<file path="config.mk">
export PLATFORM = sky130hd
export DESIGN_NAME = ldcr_config_regs
export DESIGN_NICKNAME = d
export VERILOG_FILES = /design/src/shared/ldcr_pkg.sv /design/src/shared/ldcr_reg_if.sv /design/src/rtl/ldcr_config_regs.sv /design/src/rtl/ldcr_reg_file.sv
export SDC_FILE = /design/constraint.sdc
export NUM_CORES = 1
export LEC_CHECK = 0
export ABC_AREA = 1
export BUFFER_PORTS_ARGS = -buffer_cell sky130_fd_sc_hd__buf_2
export CORE_MARGIN = 2
export CORE_UTILIZATION = 30
export CTS_BUF_LIST = sky130_fd_sc_hd__clkbuf_8 sky130_fd_sc_hd__clkbuf_16
export DETAILED_ROUTE_END_ITERATION = 8
export SYNTH_ARGS = -nofsm -noshare
export SYNTH_HDL_FRONTEND = slang
export SYNTH_SLANG_ARGS = --single-unit
export TNS_END_PERCENT = 1
</file>
<file path="constraint.sdc">
create_clock -name clk_sys -period 4.3 [get_ports clk_sys]
set_input_delay 0.43 -clock clk_sys [delete_from_list [all_inputs] [get_ports clk_sys]]
set_output_delay 0.43 -clock clk_sys [all_outputs]
set_load 0.03 [all_outputs]
</file>
<file path="src/shared/ldcr_pkg.sv">
// Constants shared by the LED driver configuration register bank.
// Assumes one 100 MHz system clock and an I2C target in front.
package ldcr_pkg;

  // ****************************************
  // Bus identity and timing
  // ****************************************
  localparam logic [6:0] TARGET_ADDR = 7'h11; // Target address 0010001
  localparam int FAST_MODE_KBPS = 400; // Highest host bit rate
  localparam int CLK_MHZ = 100; // System clock rate
  // Cycles in one fast-mode bit, rounded down
  localparam int BIT_CYCLES = (CLK_MHZ * 1000) / FAST_MODE_KBPS;
  localparam int SYNC_LATENCY = 3; // Pin filter depth in cycles

  // ****************************************
  // Register offsets
  // ****************************************
  localparam logic [7:0] OFF_MAKER_ID = 8'h01;
  localparam logic [7:0] OFF_BL_PROT = 8'h02;
  localparam logic [7:0] OFF_BL_SWRAMP = 8'h03;
  localparam logic [7:0] OFF_BRIGHT_HI = 8'h04;
  localparam logic [7:0] OFF_BRIGHT_LO = 8'h05;
  localparam logic [7:0] OFF_FLASH_CUR = 8'h06;

  // ****************************************
  // Reset values
  // ****************************************
  localparam logic [7:0] RST_BL_PROT = 8'h30;
  localparam logic [7:0] RST_BL_SWRAMP = 8'h19;
  localparam logic [7:0] RST_BRIGHT_HI = 8'h07;
  localparam logic [7:0] RST_BRIGHT_LO = 8'hFF;
  localparam logic [7:0] RST_FLASH_CUR = 8'h3E;
  localparam logic [1:0] MAKER_ID_DEFAULT = 2'h1; // Arbitrary value

  // ****************************************
  // Field positions
  // ****************************************
  localparam int OVP_MSB = 7;
  localparam int OVP_LSB = 5;
  localparam int CURVE_BIT = 4;
  localparam int PWM_POL_BIT = 3;
  localparam int SW_RATE_BIT = 7;
  localparam int ELEVEN_BIT = 0;
  localparam int EXTRA_BIT = 2;
  localparam int TORCH_MSB = 7;
  localparam int TORCH_LSB = 4;
  localparam int STROBE_MSB = 3;
  localparam int STROBE_LSB = 0;

  // ****************************************
  // Field encodings
  // ****************************************
  localparam logic [3:0] CUR_CODE_MAX = 4'hE; // Codes above saturate
  localparam logic [8:0] TORCH_STEP_MA = 9'h019; // 25 mA per step
  localparam logic [10:0] STROBE_STEP_MA = 11'h064; // 100 mA per step
endpackage : ldcr_pkg

</file>
<file path="src/shared/ldcr_reg_if.sv">
// Carrier between the I2C front end and the register storage.
// Assumes both ends sit on clk_sys.
`timescale 1ns/1ns
`default_nettype none
interface ldcr_reg_if;
  logic wr_en; // One-cycle write strobe
  logic [7:0] addr; // Register offset for read and write
  logic [7:0] wdata; // Write data
  logic [7:0] rdata; // Read data at addr
  logic [7:0] cfg_prot; // Live protection and curve byte
  logic [7:0] cfg_swramp; // Live switching and mode byte
  logic [7:0] cfg_bhi; // Live brightness high byte
  logic [7:0] cfg_blo; // Live brightness low byte
  logic [7:0] cfg_flash; // Live flash current byte

  modport front (output wr_en, addr, wdata,
    input rdata, cfg_prot, cfg_swramp, cfg_bhi, cfg_blo, cfg_flash);
  modport store (input wr_en, addr, wdata,
    output rdata, cfg_prot, cfg_swramp, cfg_bhi, cfg_blo, cfg_flash);
endinterface : ldcr_reg_if
`default_nettype wire

</file>
<file path="src/rtl/ldcr_config_regs.sv">
// I2C target and field decoders of the LED driver configuration bank.
// Assumes SCL and SDA arrive asynchronously on pins; SDA is open drain.
`timescale 1ns/1ns
`default_nettype none

module ldcr_config_regs #(
  parameter logic [1:0] MAKER_ID = ldcr_pkg::MAKER_ID_DEFAULT // Arbitrary value
) (
  // Clock and reset
  input wire logic clk_sys,
  input wire logic reset_n,
  // I2C pins
  input wire logic scl_in,
  input wire logic sda_in,
  output logic sda_out,
  output logic sda_oe,
  // Decoded backlight settings
  output logic [5:0] ovp_volts,
  output logic curve_linear,
  output logic pwm_active_low,
  output logic switch_1mhz,
  output logic eleven_bit_brightness_enable,
  output logic [10:0] brightness_code,
  // Decoded flash settings
  output logic [8:0] torch_current_ma,
  output logic [10:0] strobe_current_ma
);

  // ****************************************
  // Checks and shared functions
  // ****************************************
  // Pin filter must settle well inside one fast-mode bit
  if (ldcr_pkg::BIT_CYCLES < 4 * ldcr_pkg::SYNC_LATENCY) begin : g_rate_chk
    $error("Clock too slow for fast-mode I2C");
  end

  // Saturating current code, used by torch and strobe alike
  function automatic logic [3:0] sat_code(input logic [3:0] code);
    sat_code = (code > ldcr_pkg::CUR_CODE_MAX) ? ldcr_pkg::CUR_CODE_MAX : code;
  endfunction : sat_code

  // Overvoltage code to volts; 5 to 7 all give the top level
  function automatic logic [5:0] ovp_of(input logic [2:0] code);
    case (code)
      3'h0: ovp_of = 6'h12;
      3'h1: ovp_of = 6'h16;
      3'h2: ovp_of = 6'h19;
      3'h3: ovp_of = 6'h1D;
      3'h4: ovp_of = 6'h21;
      default: ovp_of = 6'h24;
    endcase
  endfunction : ovp_of

  // ****************************************
  // Pin synchronisers
  // ****************************************
  logic [2:0] scl_sync; // Three-stage pin filter
  logic [2:0] sda_sync;
  logic scl_s; // Filtered levels
  logic sda_s;
  logic next_scl_s;
  logic next_sda_s;

  // A level only counts once the last two stages agree
  always_comb begin
    next_scl_s = (scl_sync[1] == scl_sync[2]) ? scl_sync[2] : scl_s;
    next_sda_s = (sda_sync[1] == sda_sync[2]) ? sda_sync[2] : sda_s;
  end

  // Register the filter; idle bus is high
  always_ff @(posedge clk_sys or negedge reset_n) begin
    if (!reset_n) begin
      scl_sync <= 3'h7;
      sda_sync <= 3'h7;
      scl_s <= 1'b1;
      sda_s <= 1'b1;
    end else begin
      scl_sync <= {scl_sync[1:0], scl_in};
      sda_sync <= {sda_sync[1:0], sda_in};
      scl_s <= next_scl_s;
      sda_s <= next_sda_s;
    end
  end

  // Bus events seen on the filtered levels
  logic scl_rise;
  logic scl_fall;
  logic start_ev;
  logic stop_ev;
  assign scl_rise = next_scl_s && !scl_s;
  assign scl_fall = !next_scl_s && scl_s;
  assign start_ev = scl_s && next_scl_s && sda_s && !next_sda_s;
  assign stop_ev = scl_s && next_scl_s && !sda_s && next_sda_s;

  // ****************************************
  // Transfer state machine
  // ****************************************
  typedef enum logic [3:0] {
    ST_IDLE = 4'h0,
    ST_ADDR = 4'h1,
    ST_ACK_ADDR = 4'h2,
    ST_REG = 4'h3,
    ST_ACK_REG = 4'h4,
    ST_WR = 4'h5,
    ST_ACK_WR = 4'h6,
    ST_RD = 4'h7,
    ST_RD_ACK = 4'h8
  } ldcr_state_t;

  ldcr_state_t state;
  ldcr_state_t next_state;
  logic [3:0] bit_cnt; // Bits seen in this byte
  logic [3:0] next_bit_cnt;
  logic [7:0] shift; // Incoming byte
  logic [7:0] next_shift;
  logic [7:0] tx; // Outgoing byte
  logic [7:0] next_tx;
  logic [7:0] ptr; // Register pointer, auto-increments
  logic [7:0] next_ptr;
  logic rw; // Read when set
  logic next_rw;
  logic pull; // Drive SDA low
  logic next_pull;
  logic host_nack; // Host declined more read data
  logic next_host_nack;
  logic wr_en;
  logic next_wr_en;

  ldcr_reg_if rif ();

  // Data moves on SCL rise, SDA changes only after SCL falls
  always_comb begin
    next_state = state;
    next_bit_cnt = bit_cnt;
    next_shift = shift;
    next_tx = tx;
    next_ptr = ptr;
    next_rw = rw;
    next_pull = pull;
    next_host_nack = host_nack;
    next_wr_en = 1'b0;
    if (start_ev) begin
      // Repeated start is taken from any state
      next_state = ST_ADDR;
      next_bit_cnt = 4'h0;
      next_pull = 1'b0;
    end else if (stop_ev) begin
      next_state = ST_IDLE;
      next_pull = 1'b0;
    end else begin
      unique case (state)
        ST_IDLE: begin
          next_pull = 1'b0;
        end
        ST_ADDR, ST_REG, ST_WR: begin
          if (scl_rise) begin
            next_shift = {shift[6:0], sda_s};
            next_bit_cnt = bit_cnt + 4'h1;
          end else if (scl_fall && bit_cnt == 4'h8) begin
            next_pull = 1'b1;
            if (state == ST_ADDR) begin
              // Foreign addresses get no acknowledge
              if (shift[7:1] == ldcr_pkg::TARGET_ADDR) begin
                next_state = ST_ACK_ADDR;
                next_rw = shift[0];
              end else begin
                next_state = ST_IDLE;
                next_pull = 1'b0;
              end
            end else if (state == ST_REG) begin
              next_state = ST_ACK_REG;
              next_ptr = shift;
            end else begin
              next_state = ST_ACK_WR;
              next_wr_en = 1'b1;
            end
          end
        end
        ST_ACK_ADDR, ST_ACK_REG, ST_ACK_WR: begin
          if (scl_fall) begin
            next_bit_cnt = 4'h0;
            if (state == ST_ACK_WR) begin
              next_ptr = ptr + 8'h01;
            end
            if (state == ST_ACK_ADDR && rw) begin
              // First read byte goes out on this fall
              next_state = ST_RD;
              next_tx = rif.rdata;
              next_pull = !rif.rdata[7];
              next_ptr = ptr + 8'h01;
            end else begin
              next_state = (state == ST_ACK_ADDR) ? ST_REG : ST_WR;
              next_pull = 1'b0;
            end
          end
        end
        ST_RD: begin
          if (scl_rise) begin
            next_bit_cnt = bit_cnt + 4'h1;
          end else if (scl_fall) begin
            if (bit_cnt == 4'h8) begin
              // Let go so the host can answer
              next_state = ST_RD_ACK;
              next_pull = 1'b0;
            end else begin
              next_tx = {tx[6:0], 1'b0};
              next_pull = !tx[6];
            end
          end
        end
        ST_RD_ACK: begin
          if (scl_rise) begin
            next_host_nack = sda_s;
          end else if (scl_fall) begin
            next_bit_cnt = 4'h0;
            if (host_nack) begin
              next_state = ST_IDLE;
              next_pull = 1'b0;
            end else begin
              next_state = ST_RD;
              next_tx = rif.rdata;
              next_pull = !rif.rdata[7];
              next_ptr = ptr + 8'h01;
            end
          end
        end
        default: begin
          next_state = ST_IDLE;
          next_pull = 1'b0;
        end
      endcase
    end
  end

  // Register the transfer state
  always_ff @(posedge clk_sys or negedge reset_n) begin
    if (!reset_n) begin
      state <= ST_IDLE;
      bit_cnt <= 4'h0;
      shift <= 8'h00;
      tx <= 8'h00;
      ptr <= 8'h00;
      rw <= 1'b0;
      pull <= 1'b0;
      host_nack <= 1'b0;
      wr_en <= 1'b0;
    end else begin
      state <= next_state;
      bit_cnt <= next_bit_cnt;
      shift <= next_shift;
      tx <= next_tx;
      ptr <= next_ptr;
      rw <= next_rw;
      pull <= next_pull;
      host_nack <= next_host_nack;
      wr_en <= next_wr_en;
    end
  end

  // Open drain: only ever pull low
  assign sda_out = 1'b0;
  assign sda_oe = pull;

  // ****************************************
  // Register storage
  // ****************************************
  assign rif.wr_en = wr_en;
  assign rif.addr = ptr;
  assign rif.wdata = shift;

  ldcr_reg_file #(
    .MAKER_ID(MAKER_ID)
  ) u_reg_file (
    .clk_sys(clk_sys),
    .reset_n(reset_n),
    .rif(rif)
  );

  // ****************************************
  // Field decoders
  // ****************************************
  logic [5:0] next_ovp_volts;
  logic next_curve_linear;
  logic next_pwm_active_low;
  logic next_switch_1mhz;
  logic next_eleven;
  logic [10:0] next_brightness;
  logic [8:0] next_torch;
  logic [10:0] next_strobe;

  // Turn stored bytes into settings the analog side can use
  always_comb begin
    next_ovp_volts = ovp_of(rif.cfg_prot[ldcr_pkg::OVP_MSB:ldcr_pkg::OVP_LSB]);
    next_curve_linear = rif.cfg_prot[ldcr_pkg::CURVE_BIT];
    next_pwm_active_low = rif.cfg_prot[ldcr_pkg::PWM_POL_BIT];
    next_switch_1mhz = rif.cfg_swramp[ldcr_pkg::SW_RATE_BIT];
    next_eleven = rif.cfg_swramp[ldcr_pkg::ELEVEN_BIT];
    if (next_eleven) begin
      next_brightness = {rif.cfg_bhi[ldcr_pkg::EXTRA_BIT:0], rif.cfg_blo};
    end else begin
      next_brightness = {1'b0, rif.cfg_bhi[1:0], rif.cfg_blo};
    end
    next_torch = 9'(({5'h00,
      sat_code(rif.cfg_flash[ldcr_pkg::TORCH_MSB:ldcr_pkg::TORCH_LSB])} + 9'h001)
      * ldcr_pkg::TORCH_STEP_MA);
    next_strobe = 11'(({7'h00,
      sat_code(rif.cfg_flash[ldcr_pkg::STROBE_MSB:ldcr_pkg::STROBE_LSB])} + 11'h001)
      * ldcr_pkg::STROBE_STEP_MA);
  end

  // Settings come from flops one cycle after the byte lands
  always_ff @(posedge clk_sys or negedge reset_n) begin
    if (!reset_n) begin
      ovp_volts <= 6'h16;
      curve_linear <= 1'b1;
      pwm_active_low <= 1'b0;
      switch_1mhz <= 1'b0;
      eleven_bit_brightness_enable <= 1'b1;
      brightness_code <= 11'h7FF;
      torch_current_ma <= 9'h064;
      strobe_current_ma <= 11'h5DC;
    end else begin
      ovp_volts <= next_ovp_volts;
      curve_linear <= next_curve_linear;
      pwm_active_low <= next_pwm_active_low;
      switch_1mhz <= next_switch_1mhz;
      eleven_bit_brightness_enable <= next_eleven;
      brightness_code <= next_brightness;
      torch_current_ma <= next_torch;
      strobe_current_ma <= next_strobe;
    end
  end
endmodule : ldcr_config_regs
`default_nettype wire

</file>
<file path="src/rtl/ldcr_reg_file.sv">
// Storage for the five writable configuration registers, plus the constant identity byte.
// Assumes writes arrive as single-cycle strobes from the I2C front end.
`timescale 1ns/1ns
`default_nettype none
module ldcr_reg_file #(
  parameter logic [1:0] MAKER_ID = ldcr_pkg::MAKER_ID_DEFAULT // Arbitrary value
) (
  // Clock and reset
  input wire logic clk_sys,
  input wire logic reset_n,
  // Register access
  ldcr_reg_if.store rif
);

  // ****************************************
  // Storage
  // ****************************************
  logic [7:0] regs [2:6]; // Writable bytes, indexed by offset
  logic [7:0] next_regs [2:6];

  // Reset value of each writable register
  function automatic logic [7:0] reset_of(input int idx);
    case (idx)
      2: reset_of = ldcr_pkg::RST_BL_PROT;
      3: reset_of = ldcr_pkg::RST_BL_SWRAMP;
      4: reset_of = ldcr_pkg::RST_BRIGHT_HI;
      5: reset_of = ldcr_pkg::RST_BRIGHT_LO;
      default: reset_of = ldcr_pkg::RST_FLASH_CUR;
    endcase
  endfunction : reset_of

  // Whole bytes are kept, reserved bits too, so reads give back writes
  always_comb begin
    for (int i = 2; i <= 6; i++) begin
      next_regs[i] = regs[i];
      if (rif.wr_en && rif.addr == 8'(i)) begin
        next_regs[i] = rif.wdata;
      end
    end
  end

  // Register the bytes
  always_ff @(posedge clk_sys or negedge reset_n) begin
    if (!reset_n) begin
      for (int i = 2; i <= 6; i++) begin
        regs[i] <= reset_of(i);
      end
    end else begin
      for (int i = 2; i <= 6; i++) begin
        regs[i] <= next_regs[i];
      end
    end
  end

  // ****************************************
  // Read mux
  // ****************************************
  // Identity byte is constant, so writes to it simply have no target
  always_comb begin
    unique case (rif.addr)
      ldcr_pkg::OFF_MAKER_ID: rif.rdata = {6'h00, MAKER_ID};
      ldcr_pkg::OFF_BL_PROT, ldcr_pkg::OFF_BL_SWRAMP, ldcr_pkg::OFF_BRIGHT_HI,
      ldcr_pkg::OFF_BRIGHT_LO, ldcr_pkg::OFF_FLASH_CUR: begin
        rif.rdata = regs[rif.addr[2:0]];
      end
      default: rif.rdata = 8'h00; // Unmapped offsets read zero
    endcase
  end

  // Live copies for the decoders
  assign rif.cfg_prot = regs[2];
  assign rif.cfg_swramp = regs[3];
  assign rif.cfg_bhi = regs[4];
  assign rif.cfg_blo = regs[5];
  assign rif.cfg_flash = regs[6];
endmodule : ldcr_reg_file
`default_nettype wire

</file>
### Word level (Yosys, flattened, before mapping)

Index checks and enable logic that the tools add are counted.

| storage, ports and cells | value |
|---|---|
| flip-flop bits (word level) | 122 |
| input port bits | 4 |
| output and inout bits | 43 |
| word-level logic and storage cells | 198 |

| operators by class | value |
|---|---|
| add/sub/neg operators | 4 |
| multiply operators | 2 |
| magnitude comparators | 3 |
| equality and inequality tests | 47 |
| multiplexer cells | 75 |
| bitwise logic cells | 4 |
| reductions and logical operators | 37 |

Operators with widths:

| kind | count |
|---|---|
| 2-to-1 mux 8 bit | 12 |
| 2-to-1 mux 4 bit | 18 |
| 2-to-1 mux 7 bit | 8 |
| inequality test 4 bit, second input constant | 8 |
| case mux 6 bit (5 select lines) | 1 |
| inequality test 2 bit, second input constant | 13 |
| binary-select mux 8 bit (select 3 bit) | 1 |
| == test 8 x 3 -> 1 bit, second input constant | 3 |
| case mux 8 bit (3 select lines) | 1 |
| 2-to-1 mux 1 bit | 23 |
| case mux 7 bit (3 select lines) | 1 |
| case mux 4 bit (5 select lines) | 1 |
| multiplier 5 x 5 -> 9 bit, second input constant | 2 |
| == test 4 x 3 -> 1 bit, second input constant | 4 |
| == test 8 x 2 -> 1 bit, second input constant | 2 |
| case mux 8 bit (2 select lines) | 1 |
| logical AND 1 bit | 14 |
| AND reduction 7 bit | 2 |
| case mux 4 bit (3 select lines) | 1 |
| AND reduction 12 bit | 1 |
| AND reduction 4 bit | 3 |
| 2-to-1 mux 11 bit | 1 |
| AND reduction 11 bit | 1 |
| adder 4 x 1 -> 5 bit, second input constant | 2 |
| 29 further kinds | 48 |

### Logic depth before layout (Yosys ltp)

| logic depth | value |
|---|---|
| depth after elaboration | 12 |
| mapped depth | 14 |
| gate-level depth less buffers | 13 |

### By module

Synthesis repeated with hierarchy kept, for this count alone.

| unflattened totals | value |
|---|---|
| cells, all modules | 731 |
| area, all modules | 6429.9 um^2 |

By module, submodules not included:

| module | times used | cells each | area each (um^2) | seq. area each (um^2) |
|---|---|---|---|---|
| ldcr_config_regs | 1 | 463 | 4219.0 | 2094.5 |
| ldcr_reg_file | 1 | 268 | 2210.9 | 1027.2 |

### Worst setup path after synthesis

No wires, ideal clock.

| path | value |
|---|---|
| path kind | reg-to-reg |
| from | register u_reg_file.regs (netlist bit u_reg_file.rif.cfg_flash[2]) |
| to | register strobe_current_ma[10] |
| setup time | 0.075 ns |
| data arrival time | 2.882 ns |
| required time | 4.225 ns |
| setup slack | 1.343 ns |
| cell stages (with the launch flop) | 12 |
| buffers on the path | 0 |
| clock period less this slack | 2.957 ns |
| path through | dfstp_2 nand2_1 o21ai_0 inv_1 ha_1 xor2_1 ha_1 ha_1 ha_1 ha_1 a31o_2 xnor2_1 |

| between the ends | value |
|---|---|
| cells in the longest elaborated chain, start to end | 4 |

RTL lines:

| what | RTL line | RTL |
|---|---|---|
| from (decl) | ldcr_reg_file.sv:18 | `logic [7:0] regs [2:6];` |
| from (signal, indexed assignment) | ldcr_reg_file.sv:46 | `regs[i] <= reset_of(i);` |
| from (signal, indexed assignment) | ldcr_reg_file.sv:50 | `regs[i] <= next_regs[i];` |
| greater-than comparator 4 bit | ldcr_config_regs.sv:39 | `sat_code = (code > ldcr_pkg::CUR_CODE_MAX) ? ldcr_pkg::CUR_CODE_MAX : code;` |
| 2-to-1 mux 4 bit * | ldcr_config_regs.sv:39 |  |
| adder 4 x 1 -> 5 bit * | ldcr_config_regs.sv:307 | `sat_code(rif.cfg_flash[ldcr_pkg::STROBE_MSB:ldcr_pkg::STROBE_LSB])} + 11'h001)` |
| multiplier 5 x 5 -> 9 bit * | ldcr_config_regs.sv:308 | `* ldcr_pkg::STROBE_STEP_MA);` |
| net next_strobe[10] | ldcr_config_regs.sv:289 | `logic [10:0] next_strobe;` |
| to (signal assigned) | ldcr_config_regs.sv:330 | `strobe_current_ma <= next_strobe;` |
| to (decl) | ldcr_config_regs.sv:26 | `output logic [10:0] strobe_current_ma` |

Mark *: on every way through the listed nets, which the timed path passes. The rest lies on a longest branch.
A chain may end at the register's enable or synchronous reset.

### Worst setup path after layout

| path | value |
|---|---|
| from | register u_reg_file.regs (netlist bit u_reg_file.rif.cfg_flash[1]) |
| to | register strobe_current_ma[10] |

Same word-level chain as after synthesis.

==> results.toml <==
[die]
rows = 52
core_mm2 = 0.0201
die_y_um = 147
ios = 47
fp.dieArea_mm2 = 0.0215
start_util_pct = 30.3
fp.dieW_um = 147

[sta]
post-route-period-util_pct = 75.8
setup_viol = 0
finClkSkew_ns = 0.00716
drv_slew = 0
fin_crit_ns = 3.26
tns_ns = 0
max_clock_freq_ghz = 0.307
hold_viol = 0
worstMarginPinSlew_ns = 0.761
slew_headroom_pct = 49.3
rsz0062_at_grt = "no"

[global_routing]
grt_pass1_vias = 4426
grt_first_pass_wirelength_um = 23000
antenna_found_initial = 0
gr-total-overflow = 0
track_usage_pct = 13.5
grt_max_degree = 60

[final_layout]
mostFrequentLayoutCells = "nand2_1 (195), o21ai_0 (89), dfrtp_1 (67), inv_1 (62), nor2_1 (62)"
multi_input_area_mm2 = 0.00260
fillCellCount = 2038
diodes = 0
seq_area_mm2 = 0.00312
instances_no_fill = 1031
fin_nets = 785
areaGrowthSynthToFinish_pct = 16.8
drive_gt1_share_pct = 20.9
layout_commonest_cell = "nand2_1"

[clocking]
numCtsBuffers = 17
cts_setup_buffers = 0
clock_latency_ns = 0.42
ctsResizeCount = 0
clkSinkCount = 122
clk_pin_slew_ns = 0.06
cts-root-buf = "clkbuf_16"
h-tree-depth = 4
clockBufferDepth = 2
cts_tree = "done"
hold_buffers = 0

[synthesis]
ys_seq_area_share_pct = 51.2
ys_warn_count = 0
synthArstFlopShare_pct = 100
synth-seq-cells = 122
synth_area_mm2 = 0.00609
syn_inst = 707
synth_edf_count = 0
ys_types = 36
synth-main-ff-cell = "dfrtp_1"
synth.avg_cell_area_um2 = 8.62

[critical_path]
rr_startpoint = "u_reg_file.rif.cfg_flash[1]$_DFFE_PN1P_"
cp_max_fo = 6
r2r-end = "strobe_current_ma[10]$_DFF_PN1_"
rr_worst_depth = 11
r2r_slack_ns = 1.04
critPathArrivalTime_ns = 3.61
worst_ep_required_time_ns = 4.65
critPathLaunchType = "flop"
endpoint_kind = "flop"
crit_type = "reg -> reg"

[route]
remaining_drc_errors = 0
vias = 4650
drt_iter0_markers = 355
drt.antenna.violating_nets = 0
totalWireLength_um = 13500
firstDrtPassIters = 5
wl_per_cell_um = 13.1
vias_per_cell = 4.51

[power_and_ir_drop]
p_per_area_mw_per_mm2 = 424
p_leak_nw = 3.50
ir_worst_vdd_uv = 320

[placed_design]
place_congestion = 0.809
io_buffers = 43
placed_cells = 999
place_hpwl_um = 9300

[run_status]
status = "completed"

[worst_hold_path]
hold_path_class = "in -> async"

[flow_run]
cap_violations = 0
## flip-flops by register name, summed over array words and instances (netlist names), 3 cells and up
| signal | cells |
|---|---|
| torch_current_ma | 9 |
| scl_sync | 3 |
| rif.wdata | 8 |
| u_reg_file.rif.cfg_prot | 8 |
| strobe_current_ma | 9 |
| ovp_volts | 6 |
| u_reg_file.rif.cfg_blo | 8 |
| brightness_code | 11 |
| sda_sync | 3 |
| u_reg_file.rif.cfg_bhi | 8 |
| u_reg_file.rif.cfg_swramp | 8 |
| bit_cnt | 4 |
| ptr | 8 |
| state | 4 |
| tx | 7 |
| u_reg_file.rif.cfg_flash | 8 |
## power by group
part / switching (mW) / internal (mW) / total (mW)
logic: 0.290 / 0.107 / 0.398
clock network: 0.561 / 0.823 / 1.38
registers: 0.0525 / 1.18 / 1.24
## worst max path at each step
stage,startpoint,end,cells past startpoint
6_report,u_reg_file.rif.cfg_flash[1]$_DFFE_PN1P_,strobe_current_ma[10]$_DFF_PN1_,11
5_1_grt,u_reg_file.rif.cfg_flash[1]$_DFFE_PN1P_,strobe_current_ma[10]$_DFF_PN1_,12
4_1_cts,u_reg_file.rif.cfg_flash[1]$_DFFE_PN1P_,strobe_current_ma[10]$_DFF_PN1_,11
3_5_place_dp,u_reg_file.rif.cfg_flash[1]$_DFFE_PN1P_,strobe_current_ma[10]$_DFF_PN1_,11
3_3_place_gp,u_reg_file.rif.cfg_flash[1]$_DFFE_PN1P_,strobe_current_ma[10]$_DFF_PN1_,11
2_1_floorplan,u_reg_file.rif.cfg_flash[2]$_DFFE_PN1P_,strobe_current_ma[10]$_DFF_PN1_,11
## synth_stat cells, types with 2 or more instances
library cell	count	share of area [%]
o21ai_2	3	0.43
o31ai_1	2	0.25
a31oi_1	2	0.21
a21oi_4	2	0.53
inv_2	2	0.12
nand2_2	8	0.82
nor2_2	3	0.31
nor2_4	2	0.37
clkbuf_1	11	0.68
inv_1	62	3.8
nand4_1	6	0.62
o211ai_1	5	0.62
o21ai_1	3	0.25
buf_4	4	0.49
or2_2	2	0.21
buf_2	8	0.66
nor3_1	4	0.33
fa_1	2	0.66
ha_1	31	6.4
xor2_1	12	1.7
dfstp_2	55	24
nand2_1	195	12
nand3_1	43	3.5
a31o_2	3	0.43
a21oi_1	7	0.58
xnor2_1	4	0.58
o21ai_0	89	7.3
buf_6	2	0.37
nor2_1	62	3.8
dfrtp_1	67	28
## cell type report
type,instances,share of cell area (%)
clock buffers,18,6.17
repair buffers,45,3.27
multi-input cells,497,36.6
well taps,270,4.75
flip-flops and latches,122,43.9
clock inverters,14,1.93
inverters,65,3.43
## per-layer routing
metal	vias to the layer above	GRT usage, %	share of wire [%]
met1	2182	19.4	49
met3	14	3.16	3.8
met2	95	20.0	46
met4	0	4.56	1.4
met5	-	0	0
li1	2359	-	-
## critical path, cell delays in order, from the launching register on
cell	delay, ns
dfstp_2	0.58
inv_1	0.07
o21ai_0	0.43
inv_1	0.10
ha_1	0.23
xor2_1	0.29
ha_1	0.29
ha_1	0.30
ha_1	0.20
ha_1	0.30
a31o_2	0.25
xnor2_1	0.15
## per-stage QoR
stage | power (mW) | worst slack, ns | hold slack (ns) | cell area [um^2] | util (%)
final | 3.02 | 1.04 | 0.0771 | 7110 | 35.4
after global routing | 3.19 | 0.840 | 0.0870 | 7110 | 35.4
after CTS | 3.06 | 1.05 | 0.0886 | 7110 | 35.4
after detailed placement | 1.65 | 1.05 | 0.347 | 6540 | 32.5
after global placement | 1.65 | 1.16 | 0.345 | 6540 | 32.5
after floorplan | 1.54 | 1.34 | 0.134 | 6100 | -
## logic make-up (layout without fill, tap and decap cells)
group	count (synthesis)	count (layout)	share of synthesized area [%]
buffers and inverters	90	142	6.20
AOI/OAI and AO/OA	116	116	10.6
DFF	122	122	51.2
adders and majority gates	33	33	7.02
xor gates and xnor gates	16	16	2.30
other	1	3	0.0616
and+or+nand+nor	329	329	22.6
No activity file was read; power rests on OpenSTA's default activity.
